### config.mk
export PLATFORM = sky130hd
export DESIGN_NAME = ctg_top
export DESIGN_NICKNAME = d
export VERILOG_FILES = /design/src/rtl/ctg_pkg.sv /design/src/rtl/ctg_top.sv /design/src/rtl/ctg_fifo.sv /design/src/rtl/ctg_regs.sv
export SDC_FILE = /design/constraint.sdc
export NUM_CORES = 1
export LEC_CHECK = 0
export ABC_CLOCK_PERIOD_IN_PS = 5500
export BUFFER_PORTS_ARGS = -buffer_cell sky130_fd_sc_hd__buf_2
export CAP_MARGIN = 20
export CELL_PAD_IN_SITES_DETAIL_PLACEMENT = 2
export CELL_PAD_IN_SITES_GLOBAL_PLACEMENT = 2
export CORE_ASPECT_RATIO = 0.5
export CORE_MARGIN = 1
export CORE_UTILIZATION = 46
export CTS_BUF_LIST = sky130_fd_sc_hd__clkbuf_2 sky130_fd_sc_hd__clkbuf_4 sky130_fd_sc_hd__clkbuf_8
export DETAILED_ROUTE_END_ITERATION = 7
export PLACE_DENSITY = 0.84
export REMOVE_ABC_BUFFERS = 1
export SLEW_MARGIN = 20
export SYNTH_ARGS = -nofsm -noshare
export SYNTH_HDL_FRONTEND = slang
export SYNTH_HIERARCHICAL = 1
export SYNTH_SLANG_ARGS = --single-unit
### constraint.sdc
create_clock -name clk_i -period 5.5 [get_ports clk_i]
set_clock_uncertainty 0.05 [all_clocks]
set_input_delay 0.55 -clock clk_i [delete_from_list [all_inputs] [get_ports clk_i]]
set_output_delay 0.55 -clock clk_i [all_outputs]
set_load 0.1 [all_outputs]
### src/rtl/ctg_pkg.sv
// Package of register map, field layout and reset values for the colour tile gain selector.
package ctg_pkg;

  // ==========================================================================
  // Register offsets
  localparam logic [7:0] CTG_OFS_GAIN1 = 8'h00;
  localparam logic [7:0] CTG_OFS_GAIN2 = 8'h01;
  localparam logic [7:0] CTG_OFS_GAIN3 = 8'h02;
  localparam logic [7:0] CTG_OFS_GAIN4 = 8'h03;
  localparam logic [7:0] CTG_OFS_TILE = 8'h05;
  localparam logic [7:0] CTG_OFS_ROW1 = 8'h06;
  localparam logic [7:0] CTG_OFS_ROW4 = 8'h09;

  // ==========================================================================
  // Field layout
  localparam int CTG_GAIN_W = 6;
  localparam int CTG_TILE_COL_LSB = 2;
  localparam int CTG_TILE_ROW_LSB = 0;
  localparam int CTG_SEL_W = 2;
  localparam int CTG_DATA_W = 8;
  localparam int CTG_IDX_W = 10;
  localparam int CTG_FIFO_DEPTH = 8;

  // ==========================================================================
  // Reset values
  localparam logic [5:0] CTG_GAIN_RST = 6'h02;
  localparam logic [3:0] CTG_TILE_RST = 4'h5;
  localparam logic [7:0] CTG_ROW1_RST = 8'h44;
  localparam logic [7:0] CTG_ROW2_RST = 8'hee;
  localparam logic [7:0] CTG_ROW34_RST = 8'h00;

  // Gain factor in hundredths: base plus step per code unit.
  localparam int CTG_GAIN_BASE_C = 88;
  localparam int CTG_GAIN_STEP_C = 6;

endpackage

### src/rtl/ctg_top.sv
// Top of the colour tile gain selector: picks a gain code per pixel read.
// How it works
// - Four gain registers, six-bit code in bits 5..0, bits 7..6 unused.
// - Gain factor is 0.88 plus 0.06 per code unit.
// - Every gain code resets to 000010, unity gain.
// - Tile bits 3..2 columns, 1..0 rows; 00 one, 01 two, 1x four.
// - Tile size resets to two rows by two columns, value 05h.
// - At most four row definitions and four column positions.
// - Row byte holds four two-bit selectors, one per column position.
// - Row one resets to 00,01,00,01; row two to 10,11,10,11.
// - Default gains serve green-red green, red, blue, blue-green green.
// - Selected gain follows the pixel currently being read.
// - Gain codes shadowed to frame start; tile and rows take effect at once.
`timescale 1ns/10ps
`default_nettype none
module ctg_top
  import ctg_pkg::*;
(
  // Clock and reset
  input wire logic clk_i,
  input wire logic rst_n_i,
  // Parallel byte register port: write strobe, address and data in, registered read data out
  input wire logic reg_wr_i,
  input wire logic [7:0] reg_addr_i,
  input wire logic [7:0] reg_wdata_i,
  output logic [7:0] reg_rdata_o,
  // Pixel stream in
  input wire logic frame_start_i,
  input wire logic pix_valid_i,
  output logic pix_ready_o,
  input wire logic [ctg_pkg::CTG_IDX_W-1:0] pix_row_i,
  input wire logic [ctg_pkg::CTG_IDX_W-1:0] pix_col_i,
  // Gain codes out, one per pixel
  output logic gain_valid_o,
  input wire logic gain_ready_i,
  output logic [ctg_pkg::CTG_GAIN_W-1:0] gain_code_o,
  output logic [7:0] gain_x100_o
);
  import ctg_pkg::*;

  // ==========================================================================
  // Registers
  logic [3:0][5:0] gain_live;
  logic [3:0] tile;
  logic [3:0][7:0] row_def;

  ctg_regs u_regs (
    .clk_i(clk_i),
    .rst_n_i(rst_n_i),
    .wr_en_i(reg_wr_i),
    .addr_i(reg_addr_i),
    .wdata_i(reg_wdata_i),
    .rdata_o(reg_rdata_o),
    .frame_start_i(frame_start_i),
    .gain_live_o(gain_live),
    .tile_o(tile),
    .row_def_o(row_def)
  );

  // ==========================================================================
  // Selection
  typedef struct packed {
    logic [5:0] code;
    logic [7:0] x100;
  } ctg_sel_s;

  logic [1:0] tile_row;
  logic [1:0] tile_col;
  logic [1:0] selector;
  logic [7:0] cur_row_def;
  ctg_sel_s sel;

  // Tile sizes are powers of two, so modulo is a mask of the low index bits.
  always_comb begin
    case (tile[CTG_TILE_ROW_LSB +: 2])
      2'b00: tile_row = 2'b00;
      2'b01: tile_row = {1'b0, pix_row_i[0]};
      default: tile_row = pix_row_i[1:0];
    endcase
    case (tile[CTG_TILE_COL_LSB +: 2])
      2'b00: tile_col = 2'b00;
      2'b01: tile_col = {1'b0, pix_col_i[0]};
      default: tile_col = pix_col_i[1:0];
    endcase
    cur_row_def = row_def[tile_row];
    selector = cur_row_def[tile_col*CTG_SEL_W +: CTG_SEL_W];
    sel.code = gain_live[selector];
    sel.x100 = 8'(CTG_GAIN_BASE_C + CTG_GAIN_STEP_C * int'(sel.code));
  end

  // ==========================================================================
  // Output FIFO: back-pressure reaches the pixel source through pix_ready_o.
  logic [13:0] fifo_out;

  ctg_fifo #(
    .WIDTH(14),
    .DEPTH(CTG_FIFO_DEPTH)
  ) u_fifo (
    .clk_i(clk_i),
    .rst_n_i(rst_n_i),
    .in_valid_i(pix_valid_i),
    .in_ready_o(pix_ready_o),
    .in_data_i(sel),
    .out_valid_o(gain_valid_o),
    .out_ready_i(gain_ready_i),
    .out_data_o(fifo_out)
  );

  assign gain_code_o = fifo_out[13:8];
  assign gain_x100_o = fifo_out[7:0];

  factor_map_a: assert property (@(posedge clk_i) disable iff (!rst_n_i)
    gain_valid_o |-> gain_x100_o == 8'(88 + 6 * int'(gain_code_o))) else $error("Gain factor mismatch");
  one_col_a: assert property (@(posedge clk_i) disable iff (!rst_n_i)
    tile[3:2] == 2'b00 |-> tile_col == 2'b00) else $error("Column leaks in one-column tile");
  two_row_a: assert property (@(posedge clk_i) disable iff (!rst_n_i)
    tile[1:0] == 2'b01 |-> tile_row == {1'b0, pix_row_i[0]}) else $error("Row modulo wrong");
  sel_pick_a: assert property (@(posedge clk_i) disable iff (!rst_n_i)
    sel.code == gain_live[row_def[tile_row][tile_col*2 +: 2]]) else $error("Wrong gain picked");
  stall_a: assert property (@(posedge clk_i) disable iff (!rst_n_i)
    gain_valid_o && !gain_ready_i |=> gain_valid_o && $stable(gain_code_o)) else $error("Output dropped");
endmodule
`default_nettype wire

### src/rtl/ctg_fifo.sv
// Small flip-flop FIFO carrying selected gain codes with their gain factors in hundredths.
`timescale 1ns/10ps
`default_nettype none
module ctg_fifo #(
  parameter int WIDTH = 8,
  parameter int DEPTH = 8
) (
  // Clock and reset
  input wire logic clk_i,
  input wire logic rst_n_i,
  // Fill side
  input wire logic in_valid_i,
  output logic in_ready_o,
  input wire logic [WIDTH-1:0] in_data_i,
  // Drain side
  output logic out_valid_o,
  input wire logic out_ready_i,
  output logic [WIDTH-1:0] out_data_o
);
  localparam int AW = $clog2(DEPTH);

  typedef struct packed {
    logic [DEPTH-1:0][WIDTH-1:0] mem;
    logic [AW-1:0] wr;
    logic [AW-1:0] rd;
    logic [AW:0] cnt;
  } ctg_fifo_s;

  ctg_fifo_s st_r;
  ctg_fifo_s st_nxt;
  logic push;
  logic pop;

  assign in_ready_o = (st_r.cnt != (AW+1)'(DEPTH));
  assign out_valid_o = (st_r.cnt != '0);
  assign out_data_o = st_r.mem[st_r.rd];
  assign push = in_valid_i && in_ready_o;
  assign pop = out_valid_o && out_ready_i;

  always_comb begin
    st_nxt = st_r;
    if (push) begin
      st_nxt.mem[st_r.wr] = in_data_i;
      st_nxt.wr = AW'(st_r.wr + 1'b1);
    end
    if (pop) begin
      st_nxt.rd = AW'(st_r.rd + 1'b1);
    end
    st_nxt.cnt = (AW+1)'(st_r.cnt + push - pop);
  end

  always_ff @(posedge clk_i or negedge rst_n_i) begin
    if (!rst_n_i) begin
      st_r <= '0;
    end else begin
      st_r <= st_nxt;
    end
  end

  fifo_bound_a: assert property (@(posedge clk_i) disable iff (!rst_n_i)
    st_r.cnt <= (AW+1)'(DEPTH)) else $error("FIFO count above depth");
endmodule
`default_nettype wire

### src/rtl/ctg_regs.sv
// Register file holding gain codes, tile size and row definitions.
`timescale 1ns/10ps
`default_nettype none
module ctg_regs
  import ctg_pkg::*;
(
  // Clock and reset
  input wire logic clk_i,
  input wire logic rst_n_i,
  // Register port
  input wire logic wr_en_i,
  input wire logic [7:0] addr_i,
  input wire logic [7:0] wdata_i,
  output logic [7:0] rdata_o,
  // Frame boundary
  input wire logic frame_start_i,
  // Configuration out
  output logic [3:0][5:0] gain_live_o,
  output logic [3:0] tile_o,
  output logic [3:0][7:0] row_def_o
);
  typedef struct packed {
    logic [3:0][5:0] gain_pend;
    logic [3:0][5:0] gain_live;
    logic [3:0] tile;
    logic [3:0][7:0] row_def;
    logic [7:0] rdata;
  } ctg_regs_s;

  ctg_regs_s st_r;
  ctg_regs_s st_nxt;

  // The reset image is a constant so the asynchronous reset branch loads no logic-driven value.
  localparam ctg_regs_s ST_RST = '{
    gain_pend: {4{CTG_GAIN_RST}},
    gain_live: {4{CTG_GAIN_RST}},
    tile: CTG_TILE_RST,
    row_def: {CTG_ROW34_RST, CTG_ROW34_RST, CTG_ROW2_RST, CTG_ROW1_RST},
    rdata: 8'h00
  };

  always_comb begin
    st_nxt = st_r;
    // Gain codes are shadowed so a frame never sees mixed white balance.
    if (frame_start_i) begin
      st_nxt.gain_live = st_r.gain_pend;
    end
    if (wr_en_i) begin
      if (addr_i >= CTG_OFS_GAIN1 && addr_i <= CTG_OFS_GAIN4) begin
        st_nxt.gain_pend[addr_i[1:0]] = wdata_i[5:0];
      end else if (addr_i == CTG_OFS_TILE) begin
        st_nxt.tile = wdata_i[3:0];
      end else if (addr_i >= CTG_OFS_ROW1 && addr_i <= CTG_OFS_ROW4) begin
        st_nxt.row_def[2'(addr_i - CTG_OFS_ROW1)] = wdata_i;
      end
    end
    if (addr_i >= CTG_OFS_GAIN1 && addr_i <= CTG_OFS_GAIN4) begin
      st_nxt.rdata = {2'b00, st_r.gain_pend[addr_i[1:0]]};
    end else if (addr_i == CTG_OFS_TILE) begin
      st_nxt.rdata = {4'h0, st_r.tile};
    end else if (addr_i >= CTG_OFS_ROW1 && addr_i <= CTG_OFS_ROW4) begin
      st_nxt.rdata = st_r.row_def[2'(addr_i - CTG_OFS_ROW1)];
    end else begin
      st_nxt.rdata = 8'h00;
    end
  end

  always_ff @(posedge clk_i or negedge rst_n_i) begin
    if (!rst_n_i) begin
      st_r <= ST_RST;
    end else begin
      st_r <= st_nxt;
    end
  end

  assign rdata_o = st_r.rdata;
  assign gain_live_o = st_r.gain_live;
  assign tile_o = st_r.tile;
  assign row_def_o = st_r.row_def;

  shadow_hold_a: assert property (@(posedge clk_i) disable iff (!rst_n_i)
    !$past(frame_start_i) |-> gain_live_o == $past(gain_live_o)) else $error("Live gain changed mid frame");
  shadow_load_a: assert property (@(posedge clk_i) disable iff (!rst_n_i)
    frame_start_i |=> gain_live_o == $past(st_r.gain_pend)) else $error("Shadow not loaded at frame");
  tile_write_a: assert property (@(posedge clk_i) disable iff (!rst_n_i)
    wr_en_i && addr_i == CTG_OFS_TILE |=> tile_o == $past(wdata_i[3:0])) else $error("Tile write lost");
endmodule
`default_nettype wire

==> impl_metrics.py, run 1 <==
metrics = {
    "setup_path": {
        "end_kind": "register",
        "crit_path_max_incr_delay_ps": 720,
        "r2r_end": "u_fifo/st_r[45]",
        "cp-start-kind": "register",
        "r2r_slack_ps": 290,
        "critPathArrivalTime_ps": 5570,
        "cp_slowest_cell": "a2111oi_2",
        "r2r_cells": 14,
        "r2r-start": "u_regs/tile_o[1]",
        "cp_num_buf_inv": 1,
        "path_class": "register to register",
        "cp_top_family": "compound AO/OA/AOI/OAI gates",
        "crit_path_max_fanout": 13,
        "cp_cell_sequence": "and2_1 -> a2111oi_1 -> a2111oi_2 -> nor2_4 -> a211oi_1 -> a21oi_2 -> ha_1 -> fa_1 -> xnor2_1 -> ha_1 -> inv_1 -> a211oi_1 -> xnor2_2 -> mux2_2",
        "worstPathRequired_ps": 5860,
    },
    "power": {
        "power.total_mw": 6.46,
        "peakVddDrop_uv": 215,
        "p_leak_nw": 5.52,
        "power_density_mw_per_mm2": 537,
    },
    "synth": {
        "yosysWarnings": 6,
        "yosysTopAreaCell": "dfrtp_1",
        "ys_seq_area_share_pct": 48.3,
        "synth_edf_count": 0,
        "synth_area_mm2": 0.0111,
        "ys_ff_latch": 214,
        "ys.flop_type": "dfrtp_1",
        "synthDistinctLibCells": 68,
        "synth.area.top_cells": "dfrtp_1, mux2_2, mux4_2",
        "synthArstFlopShare_pct": 100,
        "synthCells": 774,
        "synth_top_area_share_pct": 44.1,
        "synth.avg_cell_area_um2": 14.4,
    },
    "run": {
        "cap_violations": 0,
    },
    "sta": {
        "fmaxAchievable_mhz": 192,
        "rsz0062_at_grt": "false",
        "slew_headroom_pct": 24.8,
        "period_minus_slack_ps": 5210,
        "tns_ps": 0,
        "hold_violations": 0,
        "final-max-slew-violation-count": 0,
        "fin_crit_sh_pct": 94.7,
        "worst_slew_pin_slew_ps": 1130,
        "worst_slack_ps": 290,
        "setup_viol": 0,
        "hold_ws_ps": 40.4,
    },
    "drt": {
        "drt_iter0_drc": 283,
        "via_per_inst": 5.87,
        "wl_mm": 31.5,
        "routedWlPerCell_um": 28.4,
        "ant_nets": 0,
        "remaining_drc_errors": 0,
        "dr.pass1.iters": 4,
        "vias": 6513,
    },
    "global_route": {
        "grt_pass1_wl_mm": 49.6,
        "overflow": 0,
        "gr-max-usage-layer": "met2",
        "met3_usage_pct": 4.65,
        "antenna_found_initial": 0,
        "grt_usage_pct": 26.5,
        "grt_pass1_vias": 7659,
        "gr-usage-met1_pct": 33.3,
        "grtUsageMet2_pct": 47.1,
        "grt_max_degree": 122,
    },
    "floorplanning": {
        "rows": 39,
        "chipHeight_um": 112,
        "core_area_mm2": 0.0233,
        "start_util_pct": 47.8,
        "io-pin-count": 66,
        "dieArea_mm2": 0.0249,
        "die_w_um": 222,
    },
    "run_status": {
        "status": "finished, final reports clean",
    },
    "finish": {
        "fin_cells": 1109,
        "final_util_pct": 51.7,
        "fillers": 2109,
        "nets": 835,
        "finalInstanceArea_mm2": 0.0120,
        "diodes": 0,
        "area_growth_pct": 8.04,
        "post_route_cells_drive_above_1_share_pct": 54.0,
    },
    "hold_path": {
        "worst_hold_path_type": "primary input to asynchronous set/reset pin",
    },
    "placement": {
        "place.port_buffers": 49,
        "dp.cells": 1046,
        "dpl.hpwl_mm": 17.7,
        "gp_congestion": 0.848,
        "place_ws_ps": 167,
        "postPlaceCellArea_mm2": 0.0112,
    },
    "clock_tree": {
        "clock-sinks": 214,
        "numCtsBuffers": 35,
        "worstSkewPairLatency_ps": 540,
        "h-tree-depth": 2,
        "cts_hold_buf": 0,
        "postCtsSetupRepairBufs": 0,
        "clk_pin_slew_ps": 70,
        "clock_path_buffers": 3,
        "post_cts_resized": 0,
        "cts_root_buffer": "clkbuf_8",
        "cts_tree": "done",
    },
}
synth_stat cells, types with 3 or more instances:
cell	number
ha_1	14
nor2_1	10
nand3b_1	4
nand3_1	13
nor2b_1	6
o21ai_0	4
or4_4	3
nand2_1	7
clkbuf_1	13
dfrtp_1	196
inv_1	27
mux2i_1	11
buf_6	6
nand4b_1	4
buf_4	69
a21oi_1	10
o221ai_1	4
mux2_4	22
dfstp_2	18
xnor2_1	9
buf_2	13
mux2_2	195
o211ai_1	6
a211oi_1	3
mux4_2	45
xor2_1	7
flip-flops by register name, summed over array words and instances, names as in the netlist:
register / cells
u_fifo/st_r: 122
u_regs/row_def_o: 32
u_regs/gain_live_o: 24
u_regs/st_r: 24
u_regs/rdata_o: 8
u_regs/tile_o: 4
worst max-delay path by stage:
stage / start / endpoint / slack (ps) / cells past startpoint
global route: u_regs/tile_o[1] / u_fifo/st_r[45] / 20 / 14
CTS: u_regs/tile_o[1] / u_fifo/st_r[45] / 30 / 13
finish: u_regs/tile_o[1] / u_fifo/st_r[45] / 290 / 14
detailed placement: pix_row_i[0] / u_fifo/st_r[17] / 170 / 14
floorplan: u_regs/tile_o[1] / u_fifo/st_r[101] / 610 / 14
global placement: pix_row_i[0] / u_fifo/st_r[100] / 460 / 15
cell usage in the layout, fill, tap and decap left out, types with 3 or more instances in the layout:
master,count
nand3b_1,4
mux2_4,22
nand4b_1,4
nand3_1,13
nor2b_1,6
a211oi_1,3
o211ai_1,6
clkinv_2,9
mux2i_1,11
buf_4,10
o21ai_0,4
xnor2_1,8
dfrtp_1,195
xor2_1,7
buf_2,48
nand2_1,7
a21oi_1,7
dfstp_2,18
clkbuf_4,5
mux2_2,195
or4_4,3
nor2_1,10
inv_1,27
clkbuf_8,45
mux4_2,45
ha_1,14
a21oi_2,3
o221ai_1,4
conb_1,8
logic make-up (layout without fill, tap and decap cells):
family	after synthesis	count (layout)	share of synthesized area, %
mux	274	274	32.9
flops	214	214	48.3
buf+inv	132	153	7.34
simple gates	71	71	4.73
compound gates	50	50	3.47
fa+ha+maj	16	16	1.93
xor+xnor	16	16	1.26
other cells	1	8	0.0337
metal layers:
layer  vias to the layer above  wire length, um
li1                       2772                -
met1                      3536            13400
met2                       161            16500
met3                        44             1080
met4                         0              513
met5                         -                0
power breakdown:
part | internal, mW | switching (mW) | total (mW)
registers | 2.00 | 0.438 | 2.44
logic | 0.993 | 1.46 | 2.46
clock network | 0.857 | 0.706 | 1.56
total | 3.85 | 2.61 | 6.46
area by class of cell:
class	count	area, um2	share of cell area, %
multi-input combinational	435	5000	41.6
timing repair buffer	63	390	3.25
tap	307	384	3.19
sequential	214	5380	44.8
clock buffer	49	643	5.35
inverter	28	105	0.874
clock inverter	13	121	1.01
Power figures use the tool's default switching activity.
==> run 2: changes to the inputs <==
--- a/config.mk
+++ b/config.mk
@@ -12,7 +12,7 @@
 export CELL_PAD_IN_SITES_GLOBAL_PLACEMENT = 2
 export CORE_ASPECT_RATIO = 0.5
 export CORE_MARGIN = 1
-export CORE_UTILIZATION = 46
+export CORE_UTILIZATION = 44
 export CTS_BUF_LIST = sky130_fd_sc_hd__clkbuf_2 sky130_fd_sc_hd__clkbuf_4 sky130_fd_sc_hd__clkbuf_8
 export DETAILED_ROUTE_END_ITERATION = 7
 export PLACE_DENSITY = 0.84
@@ -20,5 +20,4 @@
 export SLEW_MARGIN = 20
 export SYNTH_ARGS = -nofsm -noshare
 export SYNTH_HDL_FRONTEND = slang
-export SYNTH_HIERARCHICAL = 1
 export SYNTH_SLANG_ARGS = --single-unit
==> run 2 against run 1 <==
Effect of this change:
- first-iteration DRC count is 32% higher
- global-route usage down 2.0 points
- non-clock buffer count increased by 15
- wire length shrank 15%
- synthesized cell count up 2.5%
- setup slack lost 73 ps
- die area down 6.8%
- sequential power down 12%
- clock power down 38%
- total power decreased by 17%
- hold slack better by 51 ps
- combinational power shrank 8.9%
- largest cell class unchanged
==> impl_metrics.py, run 2 <==
metrics = {
    "sta": {
        "setup_viol": 0,
        "tns_ps": 0,
        "hold_violations": 0,
        "fmaxAchievable_mhz": 189,
        "worst_slew_pin_slew_ps": 1060,
        "fin_crit_sh_pct": 96.0,
        "final-max-slew-violation-count": 0,
        "worst_slack_ps": 218,
        "period_minus_slack_ps": 5280,
        "slew_headroom_pct": 29.4,
        "hold_ws_ps": 91.3,
    },
    "setup_path": {
        "r2r_end": "u_fifo.st_r[73]",
        "cp-start-kind": "register",
        "worstPathRequired_ps": 5840,
        "cp_slowest_cell": "dfstp_2",
        "crit_top_cell": "nand2_1",
        "end_kind": "register",
        "path_class": "register to register",
        "r2r-start": "u_regs.tile_o[0]",
        "critPathArrivalTime_ps": 5620,
        "critPathLaunch": "u_regs.tile_o[0]",
        "crit_path_max_incr_delay_ps": 620,
        "crit_path_max_fanout": 8,
        "r2r_cells": 21,
        "r2r_slack_ps": 220,
        "crit_end": "u_fifo.st_r[73]",
        "cp_cell_sequence": "o21ai_2 -> a221oi_2 -> o21ai_1 -> a31o_1 -> a221o_2 -> nand2_1 -> nand3_1 -> nand2_1 -> inv_1 -> ha_1 -> fa_2 -> xnor2_2 -> ha_2 -> nor2b_1 -> a31oi_2 -> o211ai_4 -> or4_1 -> nand4_2 -> nor4_4 -> buf_4 -> mux2_1",
    },
    "finish": {
        "finalInstanceArea_mm2": 0.0109,
        "regMostFlops": "u_fifo.st_r",
        "fin_cells": 1152,
        "area_growth_pct": 10.4,
        "diodes": 0,
        "post_route_cells_drive_above_1_share_pct": 38.4,
        "final_cell_mix": "dfrtp_1, mux2_2, nand2_1",
        "final_util_pct": 50.0,
        "largest_reg_flops": 106,
        "final_common_cell": "dfrtp_1",
        "nets": 897,
        "fillers": 2170,
    },
    "floorplanning": {
        "start_util_pct": 45.3,
        "die_w_um": 214,
        "dieArea_mm2": 0.0232,
        "io-pin-count": 66,
        "rows": 38,
        "core_area_mm2": 0.0219,
        "chipHeight_um": 108,
    },
    "clock_tree": {
        "clk_pin_slew_ps": 100,
        "worstSkewPairLatency_ps": 510,
        "h-tree-depth": 4,
        "numCtsBuffers": 17,
        "clock_path_buffers": 2,
        "clock-sinks": 198,
        "cts_root_buffer": "clkbuf_8",
        "cts_tree": "done",
    },
    "synth": {
        "synthArstFlopShare_pct": 100,
        "yosysWarnings": 0,
        "synth.avg_cell_area_um2": 12.5,
        "synthCells": 793,
        "synth_top_area_share_pct": 45.5,
        "synthDistinctLibCells": 67,
        "ys.flop_type": "dfrtp_1",
        "synth_area_mm2": 0.00991,
        "synth_edf_count": 0,
        "synth_most_common_cell": "dfrtp_1",
        "yosysTopAreaCell": "dfrtp_1",
        "ys_seq_area_share_pct": 50.2,
        "synth.area.top_cells": "dfrtp_1, mux2_2, mux4_2",
        "ys_ff_latch": 198,
        "synth_common_cells": "dfrtp_1, mux2_2, nand2_1, o21ai_0, mux4_2",
    },
    "drt": {
        "via_per_inst": 5.78,
        "dr.pass1.iters": 4,
        "routedWlPerCell_um": 23.4,
        "vias": 6653,
        "ant_nets": 0,
        "remaining_drc_errors": 0,
        "wl_mm": 26.9,
        "drt_iter0_drc": 374,
    },
    "global_route": {
        "grt_max_degree": 103,
        "overflow": 0,
        "antenna_found_initial": 0,
        "grt_usage_pct": 24.5,
        "grt_pass1_vias": 7651,
        "grt_pass1_wl_mm": 43.0,
    },
    "run": {
        "cap_violations": 0,
    },
    "power": {
        "power_density_mw_per_mm2": 491,
        "power.total_mw": 5.37,
        "peakVddDrop_uv": 253,
        "p_leak_nw": 4.99,
    },
    "run_status": {
        "status": "finished, final reports clean",
    },
    "placement": {
        "gp_congestion": 0.855,
        "dp.cells": 1114,
        "place.port_buffers": 48,
        "place_ws_ps": -209,
        "dpl.hpwl_mm": 18.2,
        "postPlaceCellArea_mm2": 0.0104,
    },
    "hold_path": {
        "worst_hold_path_type": "primary input to asynchronous set/reset pin",
    },
}
==> run 2: worst min-delay path by stage <==
stage | from | slack (ps) | end
6_report | rst_n_i | 90 | u_regs.row_def_o[27]
3_5_place_dp | u_fifo.st_r[97] | 420 | u_fifo.st_r[97]
3_3_place_gp | u_fifo.st_r[84] | 410 | u_fifo.st_r[84]
2_1_floorplan | rst_n_i | 200 | u_fifo.st_r[0]
5_1_grt | rst_n_i | 120 | u_regs.tile_o[3]
4_1_cts | rst_n_i | 100 | u_regs.row_def_o[27]
==> run 2: worst max-delay path, delay by kind of cell, from the launching register on <==
family / cells / cell delay, ps
multiplexers: 1 / 300
AND/OR/NAND/NOR: 7 / 1140
AO/OA/AOI/OAI: 7 / 1720
buffers and inverters: 2 / 240
XOR/XNOR: 1 / 210
flip-flops: 1 / 620
adder cells (fa/ha/maj): 3 / 870
==> run 2: logic make-up (layout without fill, tap and decap cells) <==
logic type | Yosys count | count (layout) | synth area share (%)
other cells | 1 | 1 | 0.0378
fa+ha+maj | 16 | 16 | 2.17
flops | 198 | 198 | 50.2
mux | 182 | 182 | 25.3
simple gates | 193 | 193 | 9.56
buf+inv | 71 | 130 | 3.59
xor+xnor | 10 | 10 | 0.884
compound gates | 122 | 122 | 8.22
==> run 2: timing repair <==
action,in CTS,in global routing
hold buffers,0,0
buffers inserted,0,5
endpoints found under the setup margin,8,8
pin swaps,1,4
resized for setup,1,10
==> run 2: metal layers <==
metal	wire length [um]	share of wire [%]	GRT usage, %
met1	11800	44	30.6
met2	13800	51	42.9
met3	775	2.9	5.04
met4	595	2.2	8.78
met5	0	0	0
==> run 2: final cells by class <==
class | count | area, um2 | share of cell area, %
Clock buffer | 18 | 248 | 2.27
Timing Repair Buffer | 78 | 494 | 4.52
Sequential cell | 198 | 4980 | 45.5
Clock inverter | 14 | 150 | 1.37
Tap cell | 300 | 375 | 3.43
Inverter | 20 | 75.1 | 0.686
Multi-Input combinational cell | 524 | 4610 | 42.2
==> run 2: where the power goes <==
part	total (mW)	switching [mW]	leakage, nW	internal, mW
logic	2.24	1.44	2.25	0.801
clock network	0.974	0.554	0.196	0.420
registers	2.15	0.319	2.55	1.83
==> run 3: changes to the inputs <==
--- a/config.mk
+++ b/config.mk
@@ -8,14 +8,12 @@
 export ABC_CLOCK_PERIOD_IN_PS = 5500
 export BUFFER_PORTS_ARGS = -buffer_cell sky130_fd_sc_hd__buf_2
 export CAP_MARGIN = 20
-export CELL_PAD_IN_SITES_DETAIL_PLACEMENT = 2
-export CELL_PAD_IN_SITES_GLOBAL_PLACEMENT = 2
 export CORE_ASPECT_RATIO = 0.5
 export CORE_MARGIN = 1
-export CORE_UTILIZATION = 44
+export CORE_UTILIZATION = 55
 export CTS_BUF_LIST = sky130_fd_sc_hd__clkbuf_2 sky130_fd_sc_hd__clkbuf_4 sky130_fd_sc_hd__clkbuf_8
 export DETAILED_ROUTE_END_ITERATION = 7
-export PLACE_DENSITY = 0.84
+export PLACE_DENSITY = 0.74
 export REMOVE_ABC_BUFFERS = 1
 export SLEW_MARGIN = 20
 export SYNTH_ARGS = -nofsm -noshare
==> run 3 against run 2 <==
Effect of this change:
- via count decreased by 2.6%
- sequential cell count unchanged
- first-iteration DRC count decreased by 3.5%
- clock-buffer cell count unchanged
- maximum frequency increased by 0.95%
- core utilization increased by 11 points
- final cell count decreased by 6.4%
- die area decreased by 20%
- setup slack improved by 50 ps
- hold slack improved by 71 ps
- global-route usage decreased by 0.85 points
- critical path type unchanged
==> impl_metrics.py, run 3 (synthesized netlist as in run 2, its figures left out) <==
metrics = {
    "run_status": {
        "status": "finished, final reports clean",
    },
    "placement": {
        "dpl.hpwl_mm": 13.8,
        "dp.cells": 1044,
        "place.port_buffers": 48,
        "gp_congestion": 0.874,
    },
    "setup_path": {
        "cp_slowest_cell": "dfstp_2",
        "crit_top_cell": "nor4_4",
        "end_kind": "register",
        "path_class": "register to register",
        "crit_path_max_fanout": 8,
        "r2r_end": "u_fifo.st_r[31]",
        "crit_path_max_incr_delay_ps": 650,
        "critPathArrivalTime_ps": 5540,
        "cp_cell_sequence": "and2_1 -> a2111oi_1 -> or4_4 -> nor4_4 -> or2_4 -> nand3_1 -> nand2_1 -> inv_1 -> ha_1 -> fa_1 -> xnor2_2 -> ha_2 -> nor2b_1 -> a31oi_2 -> o211ai_4 -> or4_1 -> o311ai_1 -> nor4_4 -> mux2_1",
        "cp-start-kind": "register",
        "worstPathRequired_ps": 5810,
        "r2r_slack_ps": 270,
        "r2r-start": "u_regs.tile_o[0]",
        "r2r_cells": 19,
    },
    "clock_tree": {
        "h-tree-depth": 4,
        "clock-sinks": 198,
        "clk_pin_slew_ps": 110,
        "worstSkewPairLatency_ps": 470,
        "clock_path_buffers": 2,
        "cts_tree": "done",
        "cts_root_buffer": "clkbuf_8",
        "cts_hold_buf": 0,
        "numCtsBuffers": 17,
    },
    "drt": {
        "ant_nets": 0,
        "drt_iter0_drc": 361,
        "remaining_drc_errors": 0,
        "via_per_inst": 6.01,
        "routedWlPerCell_um": 18.9,
        "dr.pass1.iters": 4,
        "wl_mm": 20.4,
        "vias": 6477,
    },
    "floorplanning": {
        "core_area_mm2": 0.0175,
        "io-pin-count": 66,
        "die_w_um": 192,
        "dieArea_mm2": 0.0186,
        "start_util_pct": 56.7,
        "rows": 34,
        "chipHeight_um": 96.9,
    },
    "finish": {
        "diodes": 0,
        "largest_reg_flops": 106,
        "final_util_pct": 61.4,
        "regMostFlops": "u_fifo.st_r",
        "area_growth_pct": 8.28,
        "post_route_cells_drive_above_1_share_pct": 36.8,
        "fillers": 1373,
        "nets": 889,
        "final_cell_mix": "dfrtp_1, mux2_2, nand2_1",
        "fin_cells": 1078,
        "final_common_cell": "dfrtp_1",
        "multiInputGateArea_mm2": 0.00460,
        "seqCellArea_mm2": 0.00498,
    },
    "sta": {
        "hold_violations": 0,
        "period_minus_slack_ps": 5230,
        "worst_slew_pin_slew_ps": 986,
        "slew_headroom_pct": 34.3,
        "fmaxAchievable_mhz": 191,
        "setup_viol": 0,
        "final-max-slew-violation-count": 0,
        "fin_crit_sh_pct": 95.1,
    },
    "global_route": {
        "grt_max_degree": 126,
        "antenna_found_initial": 0,
        "grt_pass1_vias": 6565,
        "overflow": 0,
        "grt_usage_pct": 23.7,
        "grt_pass1_wl_mm": 33.8,
    },
    "power": {
        "power_density_mw_per_mm2": 478,
        "power.total_mw": 5.13,
        "p_leak_nw": 4.93,
        "peakVddDrop_uv": 479,
    },
    "run": {
        "cap_violations": 0,
    },
    "hold_path": {
        "worst_hold_path_type": "primary input to asynchronous set/reset pin",
    },
}
run 3: changes by cell type in the layout (fill, tap and decap cells not counted), sizes merged:
cell,change
buf,-8
inv,+5
bufinv,-2
clkinv,-2
clkinvlp,-1
run 3: what timing repair did:
item	CTS	global route
setup endpoints to repair	0	8
resized for setup	0	4
setup buffers	0	2
run 3: layer usage:
metal / track usage (%) / vias up / wire (um)
met3: 4.68 / 37 / 919
met4: 8.12 / 0 / 412
met2: 38.9 / 157 / 9960
met5: 0 / - / 0
li1: - / 2956 / -
met1: 31.6 / 3327 / 9110
run 3: through the flow:
step | hold WS (ps) | TNS, ps | setup WS [ps] | instance area [um2]
final | 163 | 0 | 268 | 10700
after global routing | 229 | -101 | -21.6 | 10700
after CTS | 193 | 0 | 185 | 10700
after detailed placement | 416 | -436 | -58.5 | 10300
after global placement | 404 | 0 | 134 | 10300
after floorplan | 204 | 0 | 603 | 9630
run 3: area by class of cell:
class	count	area share (%)
Inverter	20	0.700
Tap cell	234	2.73
Clock inverter	14	1.25
Timing Repair Buffer	70	3.86
Sequential cell	198	46.4
Clock buffer	18	2.25
Multi-Input combinational cell	524	42.8
run 3: critical path: cells and delay by family (launching register included):
| family | cells | cell delay, ps |
|---|---|---|
| flip-flops | 1 | 650 |
| multiplexers | 1 | 300 |
| buffers and inverters | 1 | 60 |
| XOR/XNOR | 1 | 210 |
| adder cells (fa/ha/maj) | 3 | 930 |
| AND/OR/NAND/NOR | 9 | 2270 |
| AO/OA/AOI/OAI | 4 | 640 |
run 3: worst max-delay path by stage:
stage	start	end	slack [ps]	depth (start not counted)
after floorplan	u_regs.tile_o[0]	u_fifo.st_r[115]	600	19
after global placement	pix_row_i[0]	u_fifo.st_r[59]	130	20
after detailed placement	pix_row_i[0]	u_fifo.st_r[31]	-60	20
after CTS	u_regs.tile_o[0]	u_fifo.st_r[31]	190	19
after global routing	u_regs.tile_o[0]	u_fifo.st_r[87]	-20	19
final	u_regs.tile_o[0]	u_fifo.st_r[31]	270	19
run 3: power breakdown:
group	switching, mW	internal, mW
Sequential	0.271	1.83
Combinational	1.35	0.779
Clock	0.554	0.341
